===== src/design/tce_pkg.sv =====
package tce_pkg;

   // register offsets on the plain port
   localparam logic [7:0] REG_CONFIG   = 8'h00;
   localparam logic [7:0] REG_CHAN_CTL = 8'h01;
   localparam logic [7:0] REG_STATE    = 8'h02;
   localparam logic [7:0] REG_CHANGE   = 8'h03;
   localparam logic [7:0] REG_IRQ_CFG  = 8'h04;

   // field positions
   localparam int CFG_SSD_BIT  = 7;
   localparam int CFG_SS_LSB   = 5;
   localparam int IRQ_ACI_LSB  = 6;

   // values after reset
   localparam logic [7:0] RST_CONFIG   = 8'h00;
   localparam logic [7:0] RST_CHAN_CTL = 8'hFF;
   localparam logic [1:0] RST_ACI      = 2'h0;

   // slave address fixed upper bits
   localparam logic [4:0] SLAVE_ADDR_HI = 5'h11;

   // auto-clear selector codes
   localparam logic [1:0] ACI_NONE  = 2'h0;
   localparam logic [1:0] ACI_SHORT = 2'h1;
   localparam logic [1:0] ACI_LONG  = 2'h2;

   // sensitivity codes and detection thresholds
   localparam logic [1:0] SS_NORMAL = 2'h0;
   localparam logic [1:0] SS_HIGH   = 2'h1;
   localparam logic [1:0] SS_LOW    = 2'h2;
   localparam logic [3:0] TH_ON_NORM = 4'hC;
   localparam logic [3:0] TH_ON_HIGH = 4'h8;
   localparam logic [3:0] TH_ON_LOW  = 4'hE;
   localparam logic [3:0] TH_OFF     = 4'h4;
   localparam logic [3:0] CNT_MAX    = 4'hF;

   // timing
   localparam int CLK_MHZ           = 250;
   localparam int AUTOCLR_SHORT_MS  = 8;
   localparam int AUTOCLR_LONG_MS   = 32;
   localparam int unsigned RECAL_MS = 10000;
   localparam int AUTOCLR_SHORT_CYC = AUTOCLR_SHORT_MS * 1000 * CLK_MHZ;
   localparam int AUTOCLR_LONG_CYC  = AUTOCLR_LONG_MS * 1000 * CLK_MHZ;
   localparam int unsigned RECAL_CYC = RECAL_MS * 1000 * CLK_MHZ;  // beyond the signed 32-bit range

endpackage


===== src/design/tce_touch_event.sv =====
// Function
// - pressed channel pulls its open-drain output low
// - touch or release event asserts active-low interrupt
// - interrupt clear behaviour selected by software register
// - shutdown input low suspends sensing and outputs
// - disabled channels give no output or event
// - baseline tracking absorbs drift, adapts thresholds (here thresholds stay fixed by the sensitivity code)
// - slave address partly set by strap input
// - address is 10001 then two strap bits
// - accessing change register deasserts the interrupt
// - auto-clear field: none, 8ms, 32ms, invalid
// - channel enables in D3:D0, reset all ones
//
// Chosen here: the plain strobed port and the register addresses.
`timescale 1ns/1ps
`default_nettype none
module tce_touch_event
   import tce_pkg::*;
#(
   parameter int unsigned P_AUTOCLR_SHORT_CYC = AUTOCLR_SHORT_CYC,
   parameter int unsigned P_AUTOCLR_LONG_CYC  = AUTOCLR_LONG_CYC,
   parameter int unsigned P_RECAL_CYC         = RECAL_CYC
) (
   // clock and reset
   input  wire logic       i_clk,
   input  wire logic       i_reset,
   // pins
   input  wire logic [3:0] i_sense_in,
   input  wire logic       i_shutdown_n,
   input  wire logic [1:0] i_addr_strap,
   input  wire logic [2:0] i_touch_out_low_ch,
   output logic      [2:0] o_touch_out_low_ch,
   output logic      [2:0] o_touch_out_low_ch_oe,
   input  wire logic       i_touch_out_low_last_ch,
   output logic            o_touch_out_low_last_ch,
   output logic            o_touch_out_low_last_ch_oe,
   output logic            o_irq_n,
   output logic      [6:0] o_slave_addr,
   // register port
   input  wire logic [7:0] i_addr,
   input  wire logic [7:0] i_wr_data,
   input  wire logic       i_wr,
   input  wire logic       i_rd,
   output logic      [7:0] o_rd_data
);

   // pin synchronisers: sense, shutdown, strap; they run through reset so the strap
   // is already settled at the first edge after release, when the address is captured
   logic [6:0] sync1_q, sync2_q;
   always_ff @(posedge i_clk) begin
      sync1_q <= {i_addr_strap, i_shutdown_n, i_sense_in};
      sync2_q <= sync1_q;
   end

   logic [3:0] sense_s;
   logic       run;
   logic [3:0] en;
   logic [3:0] thr_on;
   logic [7:0] config_q, config_d, chan_ctl_q, chan_ctl_d;
   logic [1:0] aci_q, aci_d;
   logic [3:0] pressed_q, pressed_d, change_q, change_d, ev;
   logic       irq_q, irq_d;
   logic       irq_n_q, irq_n_d;
   logic [31:0] tmr_q, tmr_d;
   logic [7:0] rd_q, rd_d;
   logic [3:0] oe_q, oe_d;
   logic [6:0] saddr_q, saddr_d;
   logic       cap_q, cap_d;
   logic       chg_access;

   assign sense_s = sync2_q[3:0];
   assign run     = sync2_q[4] && !config_q[CFG_SSD_BIT];
   assign en      = chan_ctl_q[3:0];
   assign chg_access = (i_rd || i_wr) && (i_addr == REG_CHANGE);

   // on threshold follows sensitivity selection
   always_comb begin
      case (config_q[CFG_SS_LSB +: 2])
         SS_HIGH: thr_on = TH_ON_HIGH;
         SS_LOW:  thr_on = TH_ON_LOW;
         default: thr_on = TH_ON_NORM;
      endcase
   end

   // per-channel detector with baseline tracking
   genvar g;
   generate
      for (g = 0; g < 4; g++) begin : g_chan
         logic [3:0]  cnt_q, cnt_d;
         logic [31:0] hold_q, hold_d;
         logic        base_q, base_d;
         logic        prs;
         always_comb begin
            cnt_d  = cnt_q;
            hold_d = hold_q;
            base_d = base_q;
            prs    = pressed_q[g];
            if (!run || !en[g]) begin
               cnt_d  = 4'h0;
               hold_d = 32'h0;
               base_d = 1'b0;
               prs    = 1'b0;
            end else begin
               if (base_q) begin
                  cnt_d = 4'h0;
                  if (!sense_s[g]) base_d = 1'b0;
               end else if (sense_s[g] && cnt_q != CNT_MAX) begin
                  cnt_d = cnt_q + 4'h1;
               end else if (!sense_s[g] && cnt_q != 4'h0) begin
                  cnt_d = cnt_q - 4'h1;
               end
               if (cnt_q >= thr_on) prs = 1'b1;
               else if (cnt_q <= TH_OFF) prs = 1'b0;
               hold_d = prs ? hold_q + 32'h1 : 32'h0;
               if (prs && hold_q >= P_RECAL_CYC - 1) begin
                  prs    = 1'b0;
                  base_d = 1'b1;
                  hold_d = 32'h0;
                  cnt_d  = 4'h0;
               end
            end
            pressed_d[g] = prs;
            ev[g] = run && en[g] && (prs != pressed_q[g]);
            change_d[g] = ev[g] | (change_q[g] && !(i_rd && i_addr == REG_CHANGE));
            oe_d[g] = prs;
         end
         always_ff @(posedge i_clk or posedge i_reset) begin
            if (i_reset) begin
               cnt_q  <= 4'h0;
               hold_q <= 32'h0;
               base_q <= 1'b0;
            end else begin
               cnt_q  <= cnt_d;
               hold_q <= hold_d;
               base_q <= base_d;
            end
         end
      end
   endgenerate

   // registers, interrupt, read data, address capture
   always_comb begin
      config_d   = config_q;
      chan_ctl_d = chan_ctl_q;
      aci_d      = aci_q;
      irq_d      = irq_q;
      tmr_d      = tmr_q;
      rd_d       = 8'h00;
      saddr_d    = saddr_q;
      cap_d      = 1'b1;
      if (!cap_q) saddr_d = {SLAVE_ADDR_HI, sync2_q[6:5]};
      if (i_wr) begin
         case (i_addr)
            REG_CONFIG:   config_d   = i_wr_data & 8'hE0;
            REG_CHAN_CTL: chan_ctl_d = i_wr_data;
            REG_IRQ_CFG:  aci_d      = i_wr_data[IRQ_ACI_LSB +: 2];
            default: ;
         endcase
      end
      if (i_rd) begin
         case (i_addr)
            REG_CONFIG:   rd_d = config_q;
            REG_CHAN_CTL: rd_d = chan_ctl_q;
            REG_STATE:    rd_d = {4'h0, pressed_q};
            REG_CHANGE:   rd_d = {4'h0, change_q};
            REG_IRQ_CFG:  rd_d = {aci_q, 6'h00};
            default:      rd_d = 8'h00;
         endcase
      end
      // interrupt: event sets and restarts timer; set wins over clear
      if (|ev) begin
         irq_d = 1'b1;
         tmr_d = 32'h0;
      end else if (irq_q) begin
         tmr_d = tmr_q + 32'h1;
         if (chg_access) irq_d = 1'b0;
         else if (aci_q == ACI_SHORT && tmr_q >= P_AUTOCLR_SHORT_CYC - 1) irq_d = 1'b0;
         else if (aci_q == ACI_LONG && tmr_q >= P_AUTOCLR_LONG_CYC - 1) irq_d = 1'b0;
      end else begin
         tmr_d = 32'h0;
      end
      irq_n_d = !irq_d;                                      // pin level kept in its own flop
   end

   always_ff @(posedge i_clk or posedge i_reset) begin
      if (i_reset) begin
         config_q   <= RST_CONFIG;
         chan_ctl_q <= RST_CHAN_CTL;
         aci_q      <= RST_ACI;
         pressed_q  <= 4'h0;
         change_q   <= 4'h0;
         irq_q      <= 1'b0;
         irq_n_q    <= 1'b1;
         tmr_q      <= 32'h0;
         rd_q       <= 8'h00;
         oe_q       <= 4'h0;
         saddr_q    <= 7'h00;
         cap_q      <= 1'b0;
      end else begin
         config_q   <= config_d;
         chan_ctl_q <= chan_ctl_d;
         aci_q      <= aci_d;
         pressed_q  <= pressed_d;
         change_q   <= change_d;
         irq_q      <= irq_d;
         irq_n_q    <= irq_n_d;
         tmr_q      <= tmr_d;
         rd_q       <= rd_d;
         oe_q       <= oe_d;
         saddr_q    <= saddr_d;
         cap_q      <= cap_d;
      end
   end

   // open-drain pins only ever drive low
   assign o_touch_out_low_ch         = 3'h0;
   assign o_touch_out_low_last_ch    = 1'b0;
   assign o_touch_out_low_ch_oe      = oe_q[2:0];
   assign o_touch_out_low_last_ch_oe = oe_q[3];
   assign o_irq_n                    = irq_n_q;
   assign o_rd_data                  = rd_q;
   assign o_slave_addr               = saddr_q;

   // checks
   a_touch_out_follows: assert property (@(posedge i_clk) disable iff (i_reset)
      1'b1 |=> oe_q == $past(pressed_d)) else $error("touch output not tracking pressed state");
   a_irq_on_event: assert property (@(posedge i_clk) disable iff (i_reset)
      (|ev) |=> !o_irq_n) else $error("event did not assert interrupt");
   a_irq_clear_access: assert property (@(posedge i_clk) disable iff (i_reset)
      (chg_access && !(|ev)) |=> o_irq_n) else $error("change access did not clear interrupt");
   a_shutdown_quiet: assert property (@(posedge i_clk) disable iff (i_reset)
      !run |=> (oe_q == 4'h0) && !(|$past(ev))) else $error("activity during shutdown");
   a_disabled_silent: assert property (@(posedge i_clk) disable iff (i_reset)
      ((ev & ~en) == 4'h0) && ((pressed_q & ~$past(en)) == 4'h0))
      else $error("event or press on disabled channel");
   a_addr_fixed: assert property (@(posedge i_clk) disable iff (i_reset)
      cap_q |-> o_slave_addr[6:2] == 5'h11) else $error("slave address upper bits wrong");
   a_chan_write: assert property (@(posedge i_clk) disable iff (i_reset)
      (i_wr && i_addr == REG_CHAN_CTL) |=> en == $past(i_wr_data[3:0])) else $error("enable write lost");
   a_change_sticky: assert property (@(posedge i_clk) disable iff (i_reset)
      (|ev) |=> (change_q & $past(ev)) == $past(ev)) else $error("change flag not set");
   a_autoclr_short: assert property (@(posedge i_clk) disable iff (i_reset)
      (irq_q && aci_q == ACI_SHORT && tmr_q == P_AUTOCLR_SHORT_CYC - 1 && !(|ev)) |=> o_irq_n)
      else $error("short auto clear missed");
   a_no_autoclr: assert property (@(posedge i_clk) disable iff (i_reset)
      (irq_q && aci_q == ACI_NONE && !chg_access) |=> !o_irq_n) else $error("interrupt cleared without access");

endmodule // tce_touch_event
`default_nettype wire


===== config.mk =====
export PLATFORM = sky130hd
export DESIGN_NAME = tce_touch_event
export DESIGN_NICKNAME = d
export VERILOG_FILES = /design/src/design/tce_pkg.sv /design/src/design/tce_touch_event.sv
export SDC_FILE = /design/constraint.sdc
export NUM_CORES = 1
export LEC_CHECK = 0
export BUFFER_PORTS_ARGS = -buffer_cell sky130_fd_sc_hd__buf_2
export CAP_MARGIN = 40
export CORE_MARGIN = 1.5
export CORE_UTILIZATION = 50
export DETAILED_ROUTE_END_ITERATION = 8
export GPL_ROUTABILITY_DRIVEN = 0
export PLACE_DENSITY_LB_ADDON = 0.2
export SLEW_MARGIN = 20
export SYNTH_ARGS = -nofsm -noshare
export SYNTH_HDL_FRONTEND = slang
export SYNTH_SLANG_ARGS = --single-unit

===== constraint.sdc =====
create_clock -name i_clk -period 16.6 [get_ports i_clk]
set_clock_uncertainty 0.05 [all_clocks]
set_input_delay 1.66 -clock i_clk [delete_from_list [all_inputs] [get_ports i_clk]]
set_output_delay 1.66 -clock i_clk [all_outputs]
set_load 0.02 [all_outputs]

Yosys cells after proc, flatten, opt, wreduce, memory -nomap -nowiden:

Cells that the tools add are included.

* add/sub/neg operators: 13
* magnitude comparators: 14
* eq/ne operators: 16
* muxes and demuxes: 78
* bitwise logic cells: 4
* reduce and logical (&&, ||, !) cells: 59

Operator list (number)
* $mux W32: 14
* $add A32 B1 Y32 const B: 5
* $ge A32 B32 Y1 const B: 4
* $mux W4: 20
* $mux W1: 41
* $pmux W8 S5: 1
* $ge A32 B21 Y1 const B: 1
* $ge A32 B23 Y1 const B: 1
* $logic_and A1 B1 Y1: 29
* $reduce_bool A5 Y1: 4
* $add A4 B1 Y4 const B: 4
* $eq A8 B2 Y1 const B: 2
* $ge A4 B4 Y1: 4
* $le A4 B3 Y1 const B: 4
* $ne A4 B4 Y1 const B: 4
* $reduce_bool A4 Y1: 4
* $sub A4 B1 Y4 const B: 4
* $logic_not A1 Y1: 12
* $eq A8 B1 Y1 const B: 1
* $eq A8 B3 Y1 const B: 1
* $logic_not A8 Y1: 1
* $mux W8: 1
* $pmux W3 S2: 1
* $reduce_and A2 Y1: 3
* 6 further kinds: 18

* register bits after elaboration: 229
* bits of input ports: 31
* output and inout port bits: 24

Depth between registers and ports, before layout:

Gate-level depths: netlist of the first run.

* depth in word-level cells: 13
* gate-level depth with buffers: 11
* gate-level depth less buffers: 9

Worst setup path before layout of the first run:

Ideal clock, no wire load.

* path kind: in2reg
* from: input port i_addr[3]
* to: register chan_ctl_q[0]
* library setup time: 82 ps
* arrival: 3352 ps
* data required time: 16468 ps
* path slack: 13116 ps
* stages: 6
* cells stage by stage: or4_1 -> nor3_1 -> and2_1 -> clkbuf_1 -> nand2_1 -> mux2_2

* cells in the longest elaborated chain, start to end: 2

Ends and longest elaborated chain
* from (decl): line tce_touch_event.sv:40 `input wire logic [7:0] i_addr,`
* $eq A8 B1 Y1: line tce_touch_event.sv:153 `case (i_addr)`
* $reduce_and A2 Y1 (no line)
* to (signal assigned): line tce_touch_event.sv:201 `chan_ctl_q <= chan_ctl_d;`
* to (decl): line tce_touch_event.sv:59 `logic [7:0] config_q, config_d, chan_ctl_q, chan_ctl_d;`

Every way passes these cells.
A chain may end at the register's enable or synchronous reset.

Worst setup path in the final report of the first run:

* from: register config_q[5]
* to: register irq_n_q (netlist: o_irq_n)

* cells in the longest elaborated chain, start to end: 13
* elaborated cells between the ends (all ways): 38

Ends and longest elaborated chain
* from (decl): line tce_touch_event.sv:59
* from (signal assigned): line tce_touch_event.sv:200 `config_q <= config_d;`
* $eq A2 B2 Y1 / $eq A2 B1 Y1 (equally long branches): line tce_touch_event.sv:78 `case (config_q[CFG_SS_LSB +: 2])`
* $pmux W3 S2 (*): line tce_touch_event.sv:78
* $ge A4 B4 Y1: line tce_touch_event.sv:112 `if (cnt_q >= thr_on) prs = 1'b1;`
* $mux W1: line tce_touch_event.sv:112
* $mux W1: line tce_touch_event.sv:98 `if (!run || !en[g]) begin`
* $logic_and A1 B1 Y1: line tce_touch_event.sv:115 `if (prs && hold_q >= P_RECAL_CYC - 1) begin`
* $mux W1: line tce_touch_event.sv:115
* $mux W1: line tce_touch_event.sv:98
* $ne A1 B1 Y1: line tce_touch_event.sv:123 `ev[g] = run && en[g] && (prs != pressed_q[g]);`
* $logic_and A1 B1 Y1: line tce_touch_event.sv:123
* $reduce_or A4 Y1 (*): line tce_touch_event.sv:171 `if (|ev) begin`
* $mux W1 (*): line tce_touch_event.sv:171
* $logic_not A1 Y1 (*): line tce_touch_event.sv:182 `irq_n_d = !irq_d;`
* net irq_n_d: line tce_touch_event.sv:63 `logic irq_n_q, irq_n_d;`
* to (signal assigned): line tce_touch_event.sv:206 `irq_n_q <= irq_n_d;`
* to (decl): line tce_touch_event.sv:63

Mark *: on every way through the listed nets, which the timed path passes. The rest lies on a longest branch. The select of a mux whose other input is x is not followed.

==> impl_metrics.tcl, run 1 <==
set metrics [dict create \
    clock.fmax_mhz 262 \
    wl_mm 22.3 \
    tritoncts "yes" \
    syn_inst 1212 \
    finalNetCount 1306 \
    ys_seq_area_share_pct 48.9 \
    final-setup-viol-count 0 \
    maxSlewViolCount 0 \
    die_h_um 155 \
    antenna_found_initial 4 \
    grt_use_total_pct 19.0 \
    dieArea_mm2 0.0241 \
    critical_path_arrival_ns 4.22 \
    post-cts-setup-buffers 0 \
    drive_above_1_share_pct 10.3 \
    ys.flop_type "dfrtp_1" \
    pwr_density_cell_mw_per_mm2 87.6 \
    drcViolationCount 0 \
    status "finished, final reports clean" \
    async_flop_share_pct 93.9 \
    pin_count 55 \
    cts_buffer_depth 3 \
    dp_hpwl_mm 15.0 \
    wire_per_inst_um 14.4 \
    startpoint_type "flop" \
    leakagePower_nw 5.54 \
    maxCapViolCount 0 \
    cts.htree.levels 1 \
    critPathCaptureType "flop" \
    drtAntennaViolNets 0 \
    grt_pass1_vias 8126 \
    cp.required_ns 17.01 \
    vias 8499 \
    dieWidth_um 155 \
    numPortBuffers 43 \
    vias_per_cell 5.47 \
    relSlewSlack_pct 46.0 \
    synth_top_area_share_pct 44.5 \
    first_pass_iters 4 \
    synth-edff-count 0 \
    ys_ff_latch 229 \
    n_fill_cell 2046 \
    synth_top_area_cell "dfrtp_1" \
    start_util_pct 51.0 \
    grt_overflow 0 \
    min_period_over_period_pct 23.0 \
    root_buffer "clkbuf_16" \
    syn2layout_area_growth_pct 10.4 \
    cts_sinks 229 \
    worst_pin_slew_ns 0.800 \
    ys_warn_count 0 \
    rows 55 \
    clkLatencyLatePin_ns 0.51 \
    rsz0062_at_grt "false" \
    hold_viol_final 0 \
    yosys-top-cells-area "dfrtp_1, nor2_1, xor2_1" \
    cts_buffers 25 \
    grt_max_degree 94 \
    cts_hold_buf 0 \
    synth_cell_types 64 \
    critPathMaxFanout 34 \
    crit_type "flop to flop" \
    first_iter_violations 554 \
    clk_pin_slew_ns 0.06 \
    postCtsResizedCells 0 \
    core_area_mm2 0.0227 \
    whs_ns 0.272 \
    grt_pass1_wl_mm 38.4 \
    irDropWorstVdd_mv 0.0937 \
    fin_area_mm2 0.0128 \
    fin_setup_tns_ns 0 \
    hold_class "flop to flop" \
    placed_cell_area_mm2 0.0120 \
    period_needed_ns 3.81 \
    syn_area_mm2 0.0116 \
    post_synth.cell_area_avg_um2 9.56 \
]
[state kept, by name (all words and copies together), names as in the netlist]
signal         flops
g_chan.hold_q    128
tmr_q             32
g_chan.cnt_q      16
chan_ctl_q         8
o_rd_data          8
sync1_q            7
sync2_q            7
change_q           4
g_chan.base_q      4
oe_q               4
config_q           3
o_slave_addr       3
aci_q              2
cap_q              1
irq_q              1
o_irq_n            1
[stage by stage]
stage               instances  total power, mW  setup slack [ns]  utilization, %
CTS                      1552             1.14             12.71            56.3
finish                   1554             1.12             12.79            56.3
detailed placement       1507            0.612             12.73            53.0
global placement         1503            0.610             12.65            52.7
global route             1553             1.16             12.52            56.3
floorplan                1218            0.600              9.03               -
[cell type report]
cell class	count	area, um2	share of cell area (%)
antenna	1	2.50	0.0196
clock buffer	43	723	5.65
clock inverter	2	35.0	0.274
inverter	24	97.6	0.763
multi-input combinational	919	5600	43.8
sequential	229	5670	44.3
tap	285	357	2.79
timing repair buffer	51	310	2.42
[synth_stat cells, types with 5 or more instances]
cell type  instances
a31oi_1            6
and4_1            10
buf_4              8
nor2b_1            8
a22oi_1            6
ha_1              21
a21o_1             6
o41ai_1            6
nand2b_1           6
buf_6              6
dfrtp_1          206
nor3_1            20
nor4_1            11
nand2_1          115
o21ai_0           28
clkbuf_1          29
mux2_2            21
and2_1            11
nor2_1           220
nand4_1           32
or3_1             18
xnor2_1           62
a21oi_1           38
nor3b_1            6
xor2_1            85
nand3_1           73
dfstp_2            9
or2_2              5
dfxtp_1           14
inv_1             24
and3_1            36
[worst paths after layout]
check | slack [ns] | end | depth (start not counted) | start
max in group asynchronous | 14.38 | g_chan[1].hold_q[15] | 4 | i_reset
min | 0.27 | sync2_q[4] | 0 | sync1_q[4]
max reg2reg | 12.79 | o_irq_n | 9 | config_q[5]
min in group asynchronous | 1.11 | g_chan[2].hold_q[7] | 2 | i_reset
max | 12.79 | o_irq_n | 9 | config_q[5]
min reg2reg | 0.27 | sync2_q[4] | 0 | sync1_q[4]
[critical path, stage by stage (launching register included)]
cell	delay, ns
dfrtp_1	0.39
nor2b_1	0.44
ha_1	0.25
o21ai_0	0.09
a31oi_1	0.17
a21oi_1	0.07
or4_2	1.04
mux2_2	0.39
nand4b_4	0.43
o21ba_2	0.42
[report_power, final]
part | internal, mW | switching, mW
clock | 0.308 | 0.212
combinational | 0.0110 | 0.0220
sequential | 0.563 | 0.00425
[cell families (layout without fill, tap and decap cells)]
group / after synthesis / in the layout / share of synthesized area [%]
multiplexers: 25 / 25 / 2.42
flip-flops: 229 / 229 / 48.9
XOR/XNOR: 147 / 147 / 11.1
buffers and inverters: 70 / 120 / 2.94
adder cells (fa/ha/maj): 25 / 25 / 2.96
AND/OR/NAND/NOR: 593 / 593 / 24.6
other: 2 / 9 / 0.0648
AO/OA/AOI/OAI: 121 / 121 / 6.93
[layout by cell type (no fill, tap or decap), drive strengths merged, types with 11 or more instances in the layout]
| master | n |
|---|---|
| a21oi | 38 |
| and2 | 11 |
| and3 | 37 |
| buf | 50 |
| clkbuf | 44 |
| dfrtp | 206 |
| dfxtp | 14 |
| ha | 21 |
| inv | 24 |
| mux2 | 21 |
| nand2 | 115 |
| nand3 | 74 |
| nand4 | 32 |
| nor2 | 221 |
| nor3 | 20 |
| nor4 | 11 |
| o21ai | 28 |
| or3 | 19 |
| xnor2 | 62 |
| xor2 | 85 |
[per-layer routing]
layer  global-route usage, %  wire, um
met5                       0        37
met4                    5.12       496
met3                    3.45       850
met2                    30.0     10000
met1                    27.2     10900
No activity file was read; power rests on OpenSTA's default activity.
==> run 2, diff against run 1 <==
==> constraint.sdc (replaced) <==
create_clock -name i_clk -period 3.2 [get_ports i_clk]
set_clock_uncertainty 0.05 [all_clocks]
set_input_delay 0.32 -clock i_clk [delete_from_list [all_inputs] [get_ports i_clk]]
set_output_delay 0.32 -clock i_clk [all_outputs]
set_load 0.02 [all_outputs]
==> impl_metrics.tcl, run 2 (synthesis gave the netlist of run 1 again) <==
set metrics [dict create \
    startpoint_type "flop" \
    rows 55 \
    power.switching_mw 1.26 \
    vias 8589 \
    clk_pin_slew_ns 0.06 \
    syn2layout_area_growth_pct 12.4 \
    grt_overflow 0 \
    maxSlewViolCount 0 \
    whs_ns 0.0187 \
    start_util_pct 51.0 \
    clock_power_share_pct 47.9 \
    leakagePower_nw 5.65 \
    critical_path_arrival_ns 3.25 \
    die_h_um 155 \
    grt_pass1_wl_mm 39.5 \
    final_util_pct 57.3 \
    layout_common_cells "nor2_1, dfrtp_1, nand2_1" \
    n_fill_cell 2042 \
    core_area_mm2 0.0227 \
    wl_mm 22.5 \
    vias_per_cell 5.46 \
    antenna_found_initial 2 \
    worst_pin_slew_ns 0.756 \
    tritoncts "yes" \
    hp-start "i_wr_data[5]" \
    first_pass_iters 6 \
    cts_buffer_depth 3 \
    layout.cells.non_filler 1572 \
    final-setup-viol-count 0 \
    total_power_mw 6.00 \
    dieWidth_um 155 \
    drtAntennaViolNets 0 \
    regMostFlops "g_chan.hold_q" \
    placedCellCount 1515 \
    numPortBuffers 43 \
    setup_ws_ns 0.319 \
    min_period_over_period_pct 90.0 \
    combPwrFrac_pct 3.0 \
    grt_max_degree 94 \
    cts_buffers 25 \
    placed_cell_area_mm2 0.0121 \
    cts_sinks 229 \
    rsz0062_at_grt "false" \
    root_buffer "clkbuf_16" \
    cts.htree.levels 1 \
    cts_hold_buf 10 \
    critPathCaptureType "flop" \
    worstReg2RegStart "config_q[5]" \
    place_ws_ns 0.306 \
    relSlewSlack_pct 48.9 \
    hold_viol_final 0 \
    drcViolationCount 0 \
    critPathMaxFanout 34 \
    fin_setup_tns_ns 0 \
    maxCapViolCount 0 \
    drive_above_1_share_pct 11.4 \
    seqPwrFrac_pct 49.1 \
    startpoint "config_q[5]" \
    status "finished, final reports clean" \
    first_iter_violations 450 \
    netSwitchingFraction_pct 21.0 \
    biggestRegsByFlops "g_chan.hold_q (128), tmr_q (32), g_chan.cnt_q (16)" \
    period_needed_ns 2.88 \
    hold_class "primary input to flop" \
    clock.fmax_mhz 347 \
    p_int_mw 4.74 \
    grt_pass1_vias 8306 \
    irDropWorstVdd_mv 0.446 \
    cp.required_ns 3.57 \
    wire_per_inst_um 14.3 \
    postCtsResizedCells 0 \
    dieArea_mm2 0.0241 \
    pwr_density_cell_mw_per_mm2 461 \
    clkLatencyLatePin_ns 0.51 \
    layout_commonest_cell "nor2_1" \
    pin_count 55 \
    finalNetCount 1323 \
    fin_area_mm2 0.0130 \
    dp_hpwl_mm 15.1 \
    post-cts-setup-buffers 0 \
    grt_use_total_pct 19.5 \
    largest_reg_flops 128 \
    crit_type "flop to flop" \
]
==> run 2: power by group through the flow <==
stage | registers (mW) | logic, mW | clock network (mW)
3_5_place_dp | 3.00 | 0.176 | 0
6_report | 2.94 | 0.181 | 2.88
4_1_cts | 2.94 | 0.186 | 2.95
5_1_grt | 2.95 | 0.208 | 3.08
2_1_floorplan | 2.99 | 0.124 | 0
3_3_place_gp | 3.00 | 0.172 | 0
==> run 2: layout make-up <==
class | count | area, um2 | share of cell area (%)
Clock inverter | 8 | 92.6 | 0.711
Inverter | 24 | 93.8 | 0.721
Tap cell | 285 | 357 | 2.74
Sequential cell | 229 | 5670 | 43.5
Antenna cell | 2 | 5.00 | 0.0384
Timing Repair Buffer | 68 | 465 | 3.57
Multi-Input combinational cell | 919 | 5600 | 43.0
Clock buffer | 37 | 741 | 5.69
==> run 2: routing by layer <==
layer  wire length [um]  track usage, %  part of all wire [%]
met1              10800            27.8                    48
met2              10400            31.7                    46
met3                840            3.09                   3.7
met4                357            4.13                   1.6
met5                  0               0                     0
==> run 2: worst paths after layout <==
check | endpoint | slack (ns) | depth (start not counted)
setup / recovery | tmr_q[6] | 0.32 | 10
hold / removal | chan_ctl_q[5] | 0.02 | 2
setup reg to reg | tmr_q[6] | 0.32 | 10
hold reg to reg | sync2_q[5] | 0.28 | 0
max in group asynchronous | g_chan[3].hold_q[14] | 1.86 | 4
min in group asynchronous | g_chan[0].hold_q[4] | 0.35 | 3
==> run 2: critical path: stages (launching register included) <==
cell	delay (ns)
dfrtp_1	0.39
nor2b_1	0.42
ha_1	0.25
o21ai_0	0.09
a31oi_1	0.17
a21oi_1	0.08
or4_1	0.56
mux2_2	0.29
nand4b_4	0.11
buf_12	0.19
nor3b_1	0.19
==> run 3, diff against run 2 <==
==> constraint.sdc (replaced) <==
create_clock -name i_clk -period 2.8 [get_ports i_clk]
set_clock_uncertainty 0.05 [all_clocks]
set_input_delay 0.28 -clock i_clk [delete_from_list [all_inputs] [get_ports i_clk]]
set_output_delay 0.28 -clock i_clk [all_outputs]
set_load 0.02 [all_outputs]
==> impl_metrics.tcl, run 3 (synthesis gave the netlist of run 1 again) <==
set metrics [dict create \
    status "finished, final reports clean" \
    root_buffer "clkbuf_16" \
    rows 55 \
    setup_ws_ns 0.132 \
    start_util_pct 51.0 \
    worst_pin_slew_ns 0.795 \
    pwr_density_cell_mw_per_mm2 531 \
    rr_endpoint "tmr_q[6]" \
    dieWidth_um 155 \
    tritoncts "yes" \
    first_iter_violations 457 \
    grt_use_total_pct 19.5 \
    drcViolationCount 0 \
    final-setup-viol-count 0 \
    wire_per_inst_um 14.3 \
    maxCapViolCount 0 \
    wl_mm 23.0 \
    worstReg2RegStart "config_q[6]" \
    total_power_mw 7.13 \
    critical_path_arrival_ns 3.07 \
    critPathCaptureType "flop" \
    dp_hpwl_mm 15.3 \
    layout_commonest_cell "nor2_1" \
    critPathMaxFanout 8 \
    vias 8670 \
    layout_common_cells "nor2_1, dfrtp_1, nand2_1" \
    placedCellCount 1530 \
    worst-r2r-setup-slack_ns 0.13 \
    place_ws_ns -0.0948 \
    holdPathStages 3 \
    antenna_found_initial 2 \
    vias_per_cell 5.41 \
    hp-start "i_addr[1]" \
    finalNetCount 1352 \
    syn2layout_area_growth_pct 15.9 \
    leakagePower_nw 5.86 \
    core_area_mm2 0.0227 \
    grt_max_degree 59 \
    drtAntennaViolNets 0 \
    biggestRegsByFlops "g_chan.hold_q (128), tmr_q (32), g_chan.cnt_q (16)" \
    min_period_over_period_pct 95.3 \
    path_cells "nor2b_4 -> ha_1 -> nand2b_1 -> a31oi_1 -> a21oi_1 -> or4_1 -> mux2_4 -> nand4b_4 -> buf_12 -> nor3b_2" \
    cp_slowest_cell "or4_1" \
    final_util_pct 59.2 \
    period_needed_ns 2.67 \
    clkLatencyLatePin_ns 0.54 \
    relSlewSlack_pct 46.3 \
    cts_sinks 229 \
    grt_pass1_wl_mm 39.2 \
    pin_count 55 \
    hold_viol_final 0 \
    clk_pin_slew_ns 0.06 \
    irDropWorstVdd_mv 0.472 \
    clock.fmax_mhz 375 \
    hold_class "primary input to flop" \
    grt_overflow 0 \
    first_pass_iters 5 \
    cts.htree.levels 1 \
    maxSlewViolCount 0 \
    regMostFlops "g_chan.hold_q" \
    die_h_um 155 \
    critical-path-max-stage-delay_ns 0.58 \
    reg2reg_depth 10 \
    cts_buffers 27 \
    numPortBuffers 43 \
    cts_buffer_depth 3 \
    crit_type "flop to flop" \
    whs_ns 0.0895 \
    largest_reg_flops 128 \
    grt_pass1_vias 8336 \
    startpoint_type "flop" \
    dieArea_mm2 0.0241 \
    hold_end "o_rd_data[2]" \
    drive_above_1_share_pct 13.8 \
    cp.required_ns 3.20 \
    layout.cells.non_filler 1604 \
]
run 3: worst max path at each step:
| stage | startpoint | to | slack [ns] | cells after the start |
|---|---|---|---|---|
| floorplan | i_reset | aci_q[0] | -0.32 | 1 |
| global placement | config_q[6] | tmr_q[6] | 0.002 | 10 |
| detailed placement | config_q[6] | tmr_q[6] | -0.09 | 10 |
| CTS | config_q[5] | tmr_q[6] | 0.003 | 12 |
| global route | config_q[5] | tmr_q[6] | -0.02 | 12 |
| finish | config_q[6] | tmr_q[6] | 0.13 | 10 |
run 3: timing repair:
action	CTS	global route
resized for setup	1	14
hold buffers	16	0
setup endpoints to repair	32	32
endpoints found under the hold margin	39	0
gates cloned	0	2
buffers inserted	0	4
pin swaps	0	8
run 3: worst max-delay path, delay by kind of cell (launching register included):
family                     cells  cell delay, ns
AOI/OAI and AO/OA              2            0.22
DFF                            1            0.44
adders and majority gates      1            0.26
and+or+nand+nor                5            1.15
buffers and inverters          1            0.21
muxes                          1            0.25
run 3: layer usage:
layer	GRT usage [%]	wire, um	up-vias	part of all wire [%]
met5	0	0	-	0
li1	-	-	4311	-
met2	31.1	10500	131	46
met3	3.37	914	33	4.0
met1	27.6	11100	4195	48
met4	4.99	488	0	2.1
run 3: where the power goes:
group / total, mW / leakage, nW / internal [mW] / switching [mW]
clock network: 3.54 / 0.452 / 2.18 / 1.36
logic: 0.227 / 2.34 / 0.0904 / 0.137
registers: 3.37 / 3.06 / 3.34 / 0.0244
total: 7.13 / 5.86 / 5.61 / 1.53
run 3: area by class of cell:
class,instances,area [um2]
repair buffers,95,738
clock inverters,14,154
flip-flops and latches,229,5670
well taps,285,357
fillers,1969,9270
diodes,2,5.00
multi-input cells,919,5660
inverters,24,93.8
clock buffers,36,759
run 3: stage by stage:
stage	TNS, ns	area [um2]
2_1_floorplan	-66.08	11600
3_3_place_gp	0	12200
3_5_place_dp	-0.250	12200
4_1_cts	0	13300
5_1_grt	-0.0198	13400
6_report	0	13400
